===== src/core/irqc_cfg.svh =====
/*
 Constants of the peripheral interrupt controller: register offsets,
 bit positions, reset values and vector addresses.
 Assumes it is included by the package and the design files by name.
*/
`ifndef IRQC_CFG_SVH
`define IRQC_CFG_SVH

// Register offsets
`define OFS_REQUEST 8'h16
`define OFS_ENABLE 8'h17
`define OFS_CORE_IRQ 8'h07
`define OFS_CORE_STATUS 8'h06
`define OFS_PORT_SNAP 8'h12

// Request and enable bit positions
`define B_PORT 7
`define B_TMR3 6
`define B_TMR2 5
`define B_TMR1 4
`define B_CAP2 3
`define B_CAP1 2
`define B_TX 1
`define B_RX 0

// Core interrupt status bit positions
`define B_PEND 7
`define B_T0CKI_F 6
`define B_T0_F 5
`define B_INT_F 4
`define B_PERIPH_GROUP_ENABLE 3
`define B_T0CKI_E 2
`define B_T0_E 1
`define B_INT_E 0

// Global disable position in the core status register
`define B_GLD 4

// Reset values
`define RST_BYTE 8'h00
`define RST_WORD 16'h0000
`define RST_CORE 4'h0
`define RST_FLAGS 3'h0

// Vector sources by priority index, 0 highest
`define V_INT 2'h0
`define V_T0 2'h1
`define V_T0CKI 2'h2
`define V_PERIPH 2'h3

// Vector addresses
`define VEC_INT 16'h0008
`define VEC_T0 16'h0010
`define VEC_T0CKI 16'h0018
`define VEC_PERIPH 16'h0020

`endif


===== src/core/irqc_pkg.sv =====
/*
 Types of the peripheral interrupt controller.
 Assumes the constants header sits beside it.
*/
`include "irqc_cfg.svh"

package irqc_pkg;

   // Whole state of the controller
   typedef struct packed {
      logic [7:0] req;        // Peripheral request flags
      logic [7:0] ena;        // Peripheral enables
      logic [3:0] core_en;    // Group and dedicated enables
      logic [2:0] core_flag;  // Dedicated flags: t0cki, t0, int
      logic glob_dis;         // Global disable
      logic [7:0] port_latch; // Last port value seen by software
      logic [7:0] port_s1;    // Port synchroniser, first stage
      logic [7:0] port_s2;    // Port synchroniser, second stage
      logic [3:0] pin_s1;     // cap2, cap1, t0cki, int: first stage
      logic [3:0] pin_s2;     // Second stage
      logic [3:0] pin_s3;     // Delayed copy for edge detection
      logic t3_hit;           // Timer3 equalled its period
      logic t2_hit;           // Timer2 equalled its period
      logic t1_hit;           // Timer1 equalled its period
      logic t12_hit;          // Paired timer equalled its period
      logic [7:0] rdata;      // Read data
      logic vec_load;         // Vector load pulse
      logic [15:0] vec_addr;  // Vector address
      logic stack_push;       // Push pulse
      logic [15:0] push_addr; // Pushed return address
   } irqc_state_t;

endpackage


===== src/core/vector_select.sv =====
/*
 Fixed-priority selector of the four interrupt vectors.
 Assumes pending requests arrive already masked, index 0 highest.
*/
`timescale 1ns/100ps
`include "irqc_cfg.svh"

module vector_select (
   // Masked requests, bit 0 highest priority
   input wire logic [3:0] pend,
   // Selection
   output logic valid,
   output logic [1:0] idx,
   output logic [15:0] addr
);
   import irqc_pkg::*;

   // Vector address of a source index
   function automatic logic [15:0] vec_of(input logic [1:0] i);
      unique case (i)
         `V_INT: vec_of = `VEC_INT;
         `V_T0: vec_of = `VEC_T0;
         `V_T0CKI: vec_of = `VEC_T0CKI;
         `V_PERIPH: vec_of = `VEC_PERIPH;
      endcase
   endfunction

   always_comb begin
      valid = |pend;
      if (pend[0]) begin
         idx = `V_INT;
      end else if (pend[1]) begin
         idx = `V_T0;
      end else if (pend[2]) begin
         idx = `V_T0CKI;
      end else begin
         idx = `V_PERIPH;
      end
      addr = vec_of(idx);
   end

endmodule


===== src/core/periph_irq_ctrl.sv =====
/*
 Peripheral interrupt controller: request and enable registers, the
 dedicated core flags, global disable and vectoring towards the core.
 Assumes timers, serial buffers and the core sequencer run on mclk;
 port and pin inputs come from outside and are synchronised here.
*/
// Decided for this implementation: the plain strobed port.
`timescale 1ns/100ps
`include "irqc_cfg.svh"

module periph_irq_ctrl (
   // Clock and reset
   input wire logic mclk,
   input wire logic rstn,
   // Register port
   input wire logic [7:0] reg_addr,
   input wire logic [7:0] reg_wdata,
   input wire logic reg_wr,
   input wire logic reg_rd,
   output logic [7:0] reg_rdata,
   // Pins from outside
   input wire logic [7:0] change_monitored_port,
   input wire logic capture2_input_pin,
   input wire logic capture1_input_pin,
   input wire logic ext_int_pin,
   input wire logic timer0_clock_pin,
   // Timer events and values, same clock
   input wire logic timer0_overflow,
   input wire logic timer3_overflow,
   input wire logic capture1_or_period_select,
   input wire logic timer1_wide_mode,
   input wire logic [15:0] timer3_count,
   input wire logic [15:0] timer3_period_pair,
   input wire logic [7:0] timer1_count,
   input wire logic [7:0] timer2_count,
   input wire logic [7:0] timer1_period,
   input wire logic [7:0] timer2_period,
   // Serial buffer levels, same clock
   input wire logic serial_tx_full,
   input wire logic serial_rx_full,
   // Core sequencer
   input wire logic instr_boundary,
   input wire logic return_from_irq_instr,
   input wire logic [15:0] return_addr,
   output logic vector_load,
   output logic [15:0] vector_addr,
   output logic stack_push,
   output logic [15:0] stack_push_addr,
   output logic global_irq_disable
);
   import irqc_pkg::*;

   // Present and next state. Everything the block remembers lives in
   // this one struct, so the reset list below and the next-state code
   // cover the same fields and nothing can be left unregistered.
   irqc_state_t st;
   irqc_state_t next_st;

   // Combinational helpers
   logic [7:0] live_req;       // Request flags as seen now
   logic [7:0] set_req;        // Hardware set requests this cycle
   logic periph_pending_flag;  // Masked peripheral pending
   logic [3:0] pend;           // Masked requests to the selector
   logic sel_valid;            // Some request pending
   logic [1:0] sel_idx;        // Winning source
   logic [15:0] sel_addr;      // Winning vector
   logic take;                 // Accept an interrupt now
   logic [3:0] pin_rise;       // Rising edges of synchronised pins
   logic [15:0] pair_count;    // Paired timer value
   logic [15:0] pair_period;   // Paired period value

   // Rollover to zero after a period match in the previous cycle.
   // The match is remembered one cycle, so a count that merely
   // passes through zero without a match sets nothing.
   function automatic logic rolled(input logic hit,
                                   input logic zero);
      rolled = hit & zero;
   endfunction

   // Register read decode. The request register shows stored flags
   // together with events of this cycle, so software never misses a
   // set that lands in the same cycle as its read.
   function automatic logic [7:0] rd_mux(input logic [7:0] a,
                                         input irqc_state_t s,
                                         input logic [7:0] rq,
                                         input logic pe);
      rd_mux = `RST_BYTE;
      unique case (a)
         `OFS_REQUEST: rd_mux = rq;
         `OFS_ENABLE: rd_mux = s.ena;
         `OFS_CORE_IRQ: rd_mux = {pe, s.core_flag, s.core_en};
         `OFS_CORE_STATUS: rd_mux[`B_GLD] = s.glob_dis;
         `OFS_PORT_SNAP: rd_mux = s.port_s2;
         default: rd_mux = `RST_BYTE;
      endcase
   endfunction

   // Priority selector of the four vectors
   vector_select u_sel (
      .pend(pend),
      .valid(sel_valid),
      .idx(sel_idx),
      .addr(sel_addr)
   );

   // Outputs straight from the state
   assign reg_rdata = st.rdata;
   assign vector_load = st.vec_load;
   assign vector_addr = st.vec_addr;
   assign stack_push = st.stack_push;
   assign stack_push_addr = st.push_addr;
   assign global_irq_disable = st.glob_dis;

   // Event detection and pending logic.
   // Pins are only looked at after two synchroniser stages; the third
   // stage exists only to find rising edges, so metastable values
   // never reach the flags.
   always_comb begin
      pin_rise = st.pin_s2 & ~st.pin_s3;
      pair_count = {timer1_count, timer2_count};
      pair_period = {timer1_period, timer2_period};
      set_req = `RST_BYTE;
      set_req[`B_PORT] = |(st.port_s2 ^ st.port_latch);
      if (capture1_or_period_select) begin
         set_req[`B_TMR3] = timer3_overflow;
      end else begin
         set_req[`B_TMR3] = rolled(st.t3_hit, timer3_count == `RST_WORD);
      end
      set_req[`B_TMR2] = rolled(st.t2_hit, timer2_count == `RST_BYTE);
      if (timer1_wide_mode) begin
         set_req[`B_TMR1] = rolled(st.t12_hit, pair_count == `RST_WORD);
      end else begin
         set_req[`B_TMR1] = rolled(st.t1_hit, timer1_count == `RST_BYTE);
      end
      set_req[`B_CAP2] = pin_rise[3];
      set_req[`B_CAP1] = pin_rise[2];
      live_req = st.req | set_req;
      live_req[`B_TX] = ~serial_tx_full;
      live_req[`B_RX] = serial_rx_full;
      periph_pending_flag = |(live_req & st.ena);
      pend[`V_PERIPH] = periph_pending_flag & st.core_en[`B_PERIPH_GROUP_ENABLE];
      pend[`V_INT] = st.core_flag[0] & st.core_en[`B_INT_E];
      pend[`V_T0] = st.core_flag[1] & st.core_en[`B_T0_E];
      pend[`V_T0CKI] = st.core_flag[2] & st.core_en[`B_T0CKI_E];
      take = instr_boundary & ~st.glob_dis & sel_valid;
   end

   // Next state.
   // Order matters here: software writes first, then hardware sets,
   // then the vectoring clear, so an event in the same cycle as a
   // write or a vector clear is never lost.
   always_comb begin
      next_st = st;
      // Synchronisers, two stages before use
      next_st.port_s1 = change_monitored_port;
      next_st.port_s2 = st.port_s1;
      next_st.pin_s1 = {capture2_input_pin, capture1_input_pin,
                        timer0_clock_pin, ext_int_pin};
      next_st.pin_s2 = st.pin_s1;
      next_st.pin_s3 = st.pin_s2;
      // Period matches remembered for the rollover test
      next_st.t3_hit = timer3_count == timer3_period_pair;
      next_st.t2_hit = timer2_count == timer2_period;
      next_st.t1_hit = timer1_count == timer1_period;
      next_st.t12_hit = pair_count == pair_period;
      // Read data stand one cycle after the strobe
      next_st.rdata = `RST_BYTE;
      if (reg_rd) begin
         next_st.rdata = rd_mux(reg_addr, st, live_req,
                                periph_pending_flag);
         // Reading the port ends the mismatch
         if (reg_addr == `OFS_PORT_SNAP) begin
            next_st.port_latch = st.port_s2;
         end
      end
      // Software writes
      if (reg_wr) begin
         unique case (reg_addr)
            `OFS_REQUEST: begin
               next_st.req = reg_wdata;
            end
            `OFS_ENABLE: begin
               next_st.ena = reg_wdata;
            end
            `OFS_CORE_IRQ: begin
               next_st.core_en = reg_wdata[3:0];
               next_st.core_flag = reg_wdata[6:4];
            end
            `OFS_CORE_STATUS: begin
               next_st.glob_dis = reg_wdata[`B_GLD];
            end
            default: begin
               next_st.req = st.req;
            end
         endcase
      end
      // hardware set wins over a write
      next_st.req = next_st.req | set_req;
      // Serial bits are levels, not stored events
      next_st.req[`B_TX] = 1'b0;
      next_st.req[`B_RX] = 1'b0;
      // Dedicated flags: set wins over a write
      next_st.core_flag[0] = next_st.core_flag[0] | pin_rise[0];
      next_st.core_flag[1] = next_st.core_flag[1] | timer0_overflow;
      next_st.core_flag[2] = next_st.core_flag[2] | pin_rise[1];
      if (return_from_irq_instr) begin
         next_st.glob_dis = 1'b0;
      end
      // Vectoring outputs are single pulses
      next_st.vec_load = 1'b0;
      next_st.stack_push = 1'b0;
      if (take) begin
         next_st.glob_dis = 1'b1;
         next_st.vec_load = 1'b1;
         next_st.vec_addr = sel_addr;
         next_st.stack_push = 1'b1;
         next_st.push_addr = return_addr;
         unique case (sel_idx)
            `V_INT: next_st.core_flag[0] = pin_rise[0];
            `V_T0: next_st.core_flag[1] = timer0_overflow;
            `V_T0CKI: next_st.core_flag[2] = pin_rise[1];
            `V_PERIPH: next_st.core_flag = next_st.core_flag;
         endcase
      end
   end

   // State register.
   // Reset is synchronous; every field gets a constant, and global
   // disable comes up set so nothing is taken before software has
   // cleared stale flags and chosen its enables.
   always_ff @(posedge mclk) begin
      if (!rstn) begin
         st.req <= `RST_BYTE;
         st.ena <= `RST_BYTE;
         st.core_en <= `RST_CORE;
         st.core_flag <= `RST_FLAGS;
         st.glob_dis <= 1'b1;
         st.port_latch <= `RST_BYTE;
         st.port_s1 <= `RST_BYTE;
         st.port_s2 <= `RST_BYTE;
         st.pin_s1 <= `RST_CORE;
         st.pin_s2 <= `RST_CORE;
         st.pin_s3 <= `RST_CORE;
         st.t3_hit <= 1'b0;
         st.t2_hit <= 1'b0;
         st.t1_hit <= 1'b0;
         st.t12_hit <= 1'b0;
         st.rdata <= `RST_BYTE;
         st.vec_load <= 1'b0;
         st.vec_addr <= `RST_WORD;
         st.stack_push <= 1'b0;
         st.push_addr <= `RST_WORD;
      end else begin
         st <= next_st;
      end
   end

endmodule


===== config.mk =====
export PLATFORM = sky130hd
export DESIGN_NAME = periph_irq_ctrl
export DESIGN_NICKNAME = d
export VERILOG_FILES = /design/src/core/irqc_pkg.sv /design/src/core/vector_select.sv /design/src/core/periph_irq_ctrl.sv
export VERILOG_INCLUDE_DIRS = /design/src /design/src/core
export SDC_FILE = /design/constraint.sdc
export NUM_CORES = 1
export LEC_CHECK = 0
export BUFFER_PORTS_ARGS = -buffer_cell sky130_fd_sc_hd__buf_2
export CAP_MARGIN = 20
export CORE_MARGIN = 5
export CORE_UTILIZATION = 46
export CTS_CLUSTER_SIZE = 12
export DETAILED_ROUTE_END_ITERATION = 7
export GPL_TIMING_DRIVEN = 0
export PLACE_DENSITY = 0.77
export SLEW_MARGIN = 10
export SYNTH_ARGS = -nofsm -noshare
export SYNTH_HDL_FRONTEND = slang
export SYNTH_HIERARCHICAL = 1
export SYNTH_SLANG_ARGS = --single-unit

===== constraint.sdc =====
create_clock -name mclk -period 2.4 [get_ports mclk]
set_input_delay 0 -clock mclk [delete_from_list [all_inputs] [get_ports mclk]]
set_output_delay 0 -clock mclk [all_outputs]
set_load 0.01 [all_outputs]

# Yosys cells after proc, flatten, opt, wreduce, memory -nomap -nowiden
# Index checks and enable logic that the tools add are counted.
[word_totals]
register_bits = 106
latchBits = 0
ram_bits = 0
rom_bits = 0
inputBits = 120
elab_cells = 91
mem_count = 0
[op_classes]
addsub = 0
multipliers = 0
n_div = 0
order_cmp = 0
n_eq_ne = 12
shifts = 0
mux = 20
n_bitwise = 22
reduce_logical = 16
[op_table]
columns = ["op", "n"]
rows = [
  ["16-bit one-hot mux with 4 select lines", 1],
  ["34-bit 2-to-1 mux", 1],
  ["16-bit == test", 2],
  ["16-bit zero test", 2],
  ["8-bit by 5-bit == test with 1-bit output (second input constant)", 3],
  ["24-bit 2-to-1 mux", 1],
  ["8-bit by 3-bit == test with 1-bit output (second input constant)", 2],
  ["8-bit == test", 2],
  ["8-bit zero test", 2],
  ["8-bit 2-to-1 mux", 2],
  ["8-bit OR", 2],
  ["4-bit one-hot mux with 4 select lines", 1],
  ["8-bit OR reduction", 2],
  ["3-bit one-hot mux with 4 select lines", 1],
  ["1-bit AND", 10],
  ["2-bit AND reduction", 5],
  ["8-bit AND", 1],
  ["1-bit 2-to-1 mux", 8],
  ["8-bit bitwise XOR", 1],
  ["7-bit 2-to-1 mux", 1],
  ["1-bit one-hot mux with 5 select lines", 1],
  ["4-bit AND", 1],
  ["2-bit == test (second input constant)", 2],
  ["2-bit 2-to-1 mux", 2],
  ["9 further kinds", 14],
]

# Longest topological paths before layout
[depth]
depth_word = 10
mapped_depth = 11
ltp_nobuf = 10

# Hierarchy
# Netlist, hierarchy kept.
[modules_own_cells]
columns = ["mod", "instances", "cells_each", "area_each_um2", "seq_area_each_um2"]
rows = [
  ["periph_irq_ctrl", 1, 523, 4712.0, 2062.0],
  ["vector_select", 1, 24, 180.2, 0.0],
]

# Worst setup path before layout
# Ideal clock, no wire load.
[synth_timing]
path_type = "register to register"
from = "reg st[95] (netlist name)"
to = "reg st, in the netlist stack_push_addr[0]"
setup_ps = 76
t_arrival_ps = 2506
required_ps = 2324
path_slack_ps = -181
path_stages_with_launch = 12
synth_period_minus_slack_ps = 2581
cell_sequence = "dfxtp_1 a22o_1 a221oi_1 o2111ai_1 o41a_1 or3_1 nand2_1 or2_2 clkbuf_1 clkbuf_1 nand2_1 a21boi_0"
[synth_via]
elab_chain_len = 5
[synth_lines]
columns = ["item", "line_no", "text"]
rows = [
  ["from (decl)", "periph_irq_ctrl.sv:56", "irqc_state_t st;"],
  ["from (signal assigned)", "periph_irq_ctrl.sv:254", "st <= next_st;"],
  ["8-bit AND", "periph_irq_ctrl.sv:140", "periph_pending_flag = |(live_req & st.ena);"],
  ["8-bit OR reduction", "periph_irq_ctrl.sv:140", ""],
  ["1-bit AND", "periph_irq_ctrl.sv:141", "pend[`V_PERIPH] = periph_pending_flag & st.core_en[`B_PERIPH_GROUP_ENABLE];"],
  ["via pend[3]", "periph_irq_ctrl.sv:63", "logic [3:0] pend;"],
  ["4-bit OR reduction", "vector_select.sv:29", "valid = |pend;"],
  ["via sel_valid", "periph_irq_ctrl.sv:64", "logic sel_valid;"],
  ["1-bit AND", "periph_irq_ctrl.sv:145", "take = instr_boundary & ~st.glob_dis & sel_valid;"],
]
# The timed path passes the listed nets, and every way through them passes these cells.
# A chain may end at the register's enable or synchronous reset.

# Worst setup path after layout
[layout_timing]
from = "reg st[74] (netlist name)"
to = "reg st, in the netlist stack_push_addr[0]"
[layout_via]
elab_chain_len = 8
[layout_lines]
columns = ["item", "line_no", "text"]
rows = [
  ["8-bit bitwise XOR", "periph_irq_ctrl.sv:123", "set_req[`B_PORT] = |(st.port_s2 ^ st.port_latch);"],
  ["8-bit OR reduction", "periph_irq_ctrl.sv:123", ""],
  ["8-bit OR", "periph_irq_ctrl.sv:137", "live_req = st.req | set_req;"],
  ["8-bit AND", "periph_irq_ctrl.sv:140", ""],
  ["8-bit OR reduction", "periph_irq_ctrl.sv:140", ""],
  ["1-bit AND", "periph_irq_ctrl.sv:141", ""],
  ["via pend[3]", "periph_irq_ctrl.sv:63", ""],
  ["4-bit OR reduction", "vector_select.sv:29", ""],
  ["via sel_valid", "periph_irq_ctrl.sv:64", ""],
  ["1-bit AND", "periph_irq_ctrl.sv:145", ""],
]
# The timed path passes the listed nets, and every way through them passes these cells.

==> run summary <==
The die span in y was 113.1 um; the flip-flop and latch count after synthesis was 103. Of all nets on the critical path, the largest fanout is 6. The number of buffers added on ports was 162; the count of warnings emitted by yosys was 6.

0 antenna diodes ended up in the layout. Startpoint-to-endpoint class of the critical path: reg -> reg. TritonCTS built the clock tree. The tools report the standby leakage power as 3.100 nW. Of all flip-flops after synthesis, the portion carrying an async set or reset was 0%. Global routing finished with a remaining overflow of 0.

Clock-pin slew was measured on the worst setup and hold paths at 100 ps. Among all flip-flop cells after synthesis, the most frequent one is dfxtp_1. The worst register-to-register path ends at stack_push_addr[0].

For the power consumption, the log shows 3.344 mW. In this run the horizontal extent of the chip is 113.1 um. The final reports fail on negative setup slack. The level count of the clock H-tree is 3.

The flow ran to the end, but the final reports show violations. Walking the worst path, the cells encountered are xor2_1, nor4_2, a31oi_1, o41a_1, or3_4, nand2_4, or2_4, clkbuf_8, nand2_1, a21boi_1. Based on the critical path, the design can be clocked at up to 401.4 MHz. The maximum ir drop on the vdd rail is 289.9 uV. The tools report the root cell of the clock tree as clkbuf_8. The post-route netlist has 37.56% of its cells at a drive strength greater than 1. Synthesis handed over a netlist of 547 instances. Once the floorplan was initialized, standard cells occupied 47.18% of the core. The worst hold path stage count works out to 3. Sorting the synthesized cells by area gives the leading types as dfxtp_1, buf_4, a21boi_0, nand2_1, and2_1.

Dividing total power by cell area gives a power density of 488.0 nW/um2. Data on the critical path is required at its endpoint by 2700 ps. The startpoint of the worst-slack reg-to-reg timing path was st[74].

The run gives 163 as the count of pins on the block boundary. The tools report the initial DRC count as 196. The number of flops mapped to enable cells by yosys was 0; the post-route antenna net violation count was 0.

Number of buffer and inverter instances along the worst setup path: 1. The slowest stage of the critical path belongs to the cell o41a_1. Before antenna repair, the detailed router went through 5 iterations. The final-report max-slew violation count is 0, and the cell area after layout is 6853 um2. The total routing resource utilization after global routing is 21.82%, and the post-layout minimum cycle time is 2491 ps.

The routability congestion estimate from global placement came out at 0.9052. Counting cells, the worst reg-to-reg path comes to 10. Setup violations remaining at the end of the flow were counted as 33. In this run the most critical hold path is launched from timer1_wide_mode. Worst setup slack after layout: -91.46 ps.

The period utilization came out at 103.8%. The placement-stage cell area is 5923 um2. The family of cells with the greatest summed delay on the critical path is simple AND/OR/NAND/NOR gates.

After filler insertion, the fill cell instance count of the layout stands at 840. Headroom to the max-slew limit came out at 20.79%. The clock passes through at most 2 buffers. The run gives 37 as the number of core rows.

The tools report the count of final hold-check violations as 0. The path with the worst hold slack has its endpoint at st[102]. The share of Yosys cell area claimed by the top area cell type works out to 42.15%. For flop-to-flop paths, the worst setup slack is -90 ps. STA classifies the critical path startpoint as a register.

On the worst path, the slowest cell contributes a delay of 450 ps. For this run, design rule violations remaining after detail routing come to 0. After synthesis the cells add up to 4892 um2. The transition time of the tightest slew-check pin is 1170 ps. The logs give 4,720 for the via count of the first global-routing pass and 10,370 um2 for the area of the placeable core. The pin count of the biggest net entering global routing came out at 16. The area added between synthesis and finish came out at 40.08%. For the area enclosed by the die boundary, the log shows 12,800 um2. The tightest min-delay check is of the in -> reg type. Dividing the detail-routed via count by the number of cells gives 4.970. In this run the mean area of a mapped cell was 8.944 um2. The number of antenna violations at the first check in global routing is 0, and the vias after detailed routing is 4,592. The run gives 103 as the number of clock sinks seen by CTS.

The largest total area in the synthesized netlist belongs to dfxtp_1. STA puts the critical path data arrival time at 2790 ps. Yosys mapped the design onto 51 distinct sky130hd cell types. Summed over all nets, the half-perimeter wirelength after detailed placement is 10,210 um. Max-cap violations in this run came to 0. The setup clock skew after layout came out at 11.77 ps.

After detailed routing, the average wire length per cell comes to 15.26 um. The tools report the setup TNS as -2173 ps. TritonCTS created 9 clock buffers. The run gives -486.1 ps as the post-placement worst setup slack. The endpoint kind of the worst setup timing path is a register. Sequential elements use 42.15% of the synthesized area. The first global-routing pass estimated 22,420 um of wire. At the end of the flow, the number of nets in the layout was 906. Setup repair after global routing could not meet its margin everywhere. The tools report the routed wire length as 14,100 um. For the worst-skew pair, the clock arrives at the later sink with an insertion delay of 370 ps.
==> routing by layer <==
metal | GRT usage [%] | vias up | share of wire (%)
met1 | 26.03 | 2124 | 42
li1 | - | 2258 | -
met3 | 3.583 | 27 | 6.8
met5 | 0 | - | 0
met4 | 10.10 | 0 | 2.7
met2 | 38.23 | 183 | 49
==> sequential cells by signal, indices dropped and copies added, names as in the netlist <==
| signal | cells |
|---|---|
| reg_rdata | 8 |
| vector_addr | 16 |
| st | 45 |
| vector_load | 1 |
| global_irq_disable | 1 |
| stack_push_addr | 16 |
| next_st | 16 |
==> cells by family after synthesis <==
group | count (synthesis) | share of synthesized area (%)
compound gates | 99 | 14.78
xor+xnor | 40 | 7.161
fa+ha+maj | 3 | 0.7673
buf+inv | 89 | 11.07
flops | 103 | 42.15
mux | 14 | 3.376
other cells | 1 | 0.07665
simple gates | 198 | 20.61
==> worst register-to-register path, stage by stage (launching register included) <==
cell and delay [ps]:
dfxtp_2 340, xor2_1 170, nor4_2 340, a31oi_1 170
o41a_1 450, or3_4 360, nand2_4 80, or2_4 180
clkbuf_8 180, nand2_1 60, a21boi_1 120
==> report_power, final <==
group / switching, mW / internal, mW / leakage (nW) / total (mW)
combinational: 0.155 / 0.216 / 2.15 / 0.371
clock: 0.572 / 0.645 / 0.114 / 1.22
sequential: 0.0188 / 1.74 / 0.838 / 1.76
==> timing repair <==
| action | CTS | global route |
|---|---|---|
| hold endpoints to repair | 51 | 0 |
| setup buffers | 2 | 0 |
| pin swaps | 54 | 7 |
| hold buffers | 46 | 0 |
| gates cloned | 4 | 0 |
| setup endpoints to repair | 37 | 37 |
| resized for setup | 78 | 12 |
==> layout by cell type, fill, tap and decap left out, drive strengths merged, types with 2 or more instances in the layout <==
master / Yosys / routed
nor2b: 8 / 8
a221oi: 2 / 2
nand4: 4 / 4
o211ai: 2 / 2
o21a: 7 / 7
a21o: 2 / 2
a222oi: 7 / 7
a31oi: 2 / 2
xor2: 23 / 23
or2: 3 / 4
xnor2: 17 / 17
or3: 2 / 2
nor4: 15 / 15
inv: 12 / 12
a21boi: 49 / 49
and2: 33 / 33
nor3: 4 / 4
mux2: 5 / 5
dlygate4sd3: 0 / 46
buf: 58 / 223
mux2i: 9 / 9
bufinv: 0 / 2
nor2: 7 / 7
nand2: 92 / 92
a21oi: 11 / 11
o21ai: 8 / 8
and3: 4 / 4
conb: 1 / 13
ha: 3 / 3
dfxtp: 103 / 103
nand3: 20 / 20
clkbuf: 19 / 33
==> worst max-delay path by stage <==
stage | to | depth (start not counted) | slack (ps) | from
finish | stack_push_addr[0] | 10 | -90 | st[74]
floorplan | stack_push_addr[0] | 11 | 0.3 | st[95]
detailed placement | stack_push_addr[9] | 11 | -490 | st[60]
global placement | stack_push_addr[5] | 11 | -410 | st[64]
CTS | stack_push_addr[0] | 10 | -90 | st[74]
global route | vector_addr[2] | 10 | -190 | st[74]
==> per-stage QoR <==
step / hold WS (ps) / utilization [%] / cells
2_1_floorplan: 123.8 / - / 559
3_3_place_gp: 206.6 / 57.12 / 857
3_5_place_dp: 208.2 / 57.12 / 857
4_1_cts: 9.218 / 65.76 / 924
5_1_grt: 38.67 / 66.08 / 924
6_report: 33.06 / 66.08 / 924
==> layout make-up <==
type / count / area (um2) / area share (%)
clock inverters: 3 / 65.06 / 0.9494
flip-flops and latches: 103 / 2067 / 30.16
well taps: 136 / 170.2 / 2.483
clock buffers: 13 / 158.9 / 2.319
repair buffers: 213 / 1328 / 19.37
multi-input cells: 368 / 2466 / 35.99
plain buffers: 76 / 553.0 / 8.070
inverters: 12 / 45.04 / 0.6573
==> cell usage after synthesis, types with 3 or more instances <==
master,instances
and2_1,33
and3_1,4
nand4_1,4
o21ai_0,8
buf_2,4
clkbuf_1,19
o21a_1,7
ha_1,3
nand3_1,20
xnor2_1,17
a21boi_0,49
nand2_1,91
xor2_1,23
inv_1,12
nor3_1,3
dfxtp_1,103
nor4_1,14
mux2i_1,9
mux2_4,5
a222oi_1,7
nor2b_1,8
a21oi_1,11
buf_4,54
nor2_1,7
Power figures use the tool's default switching activity.
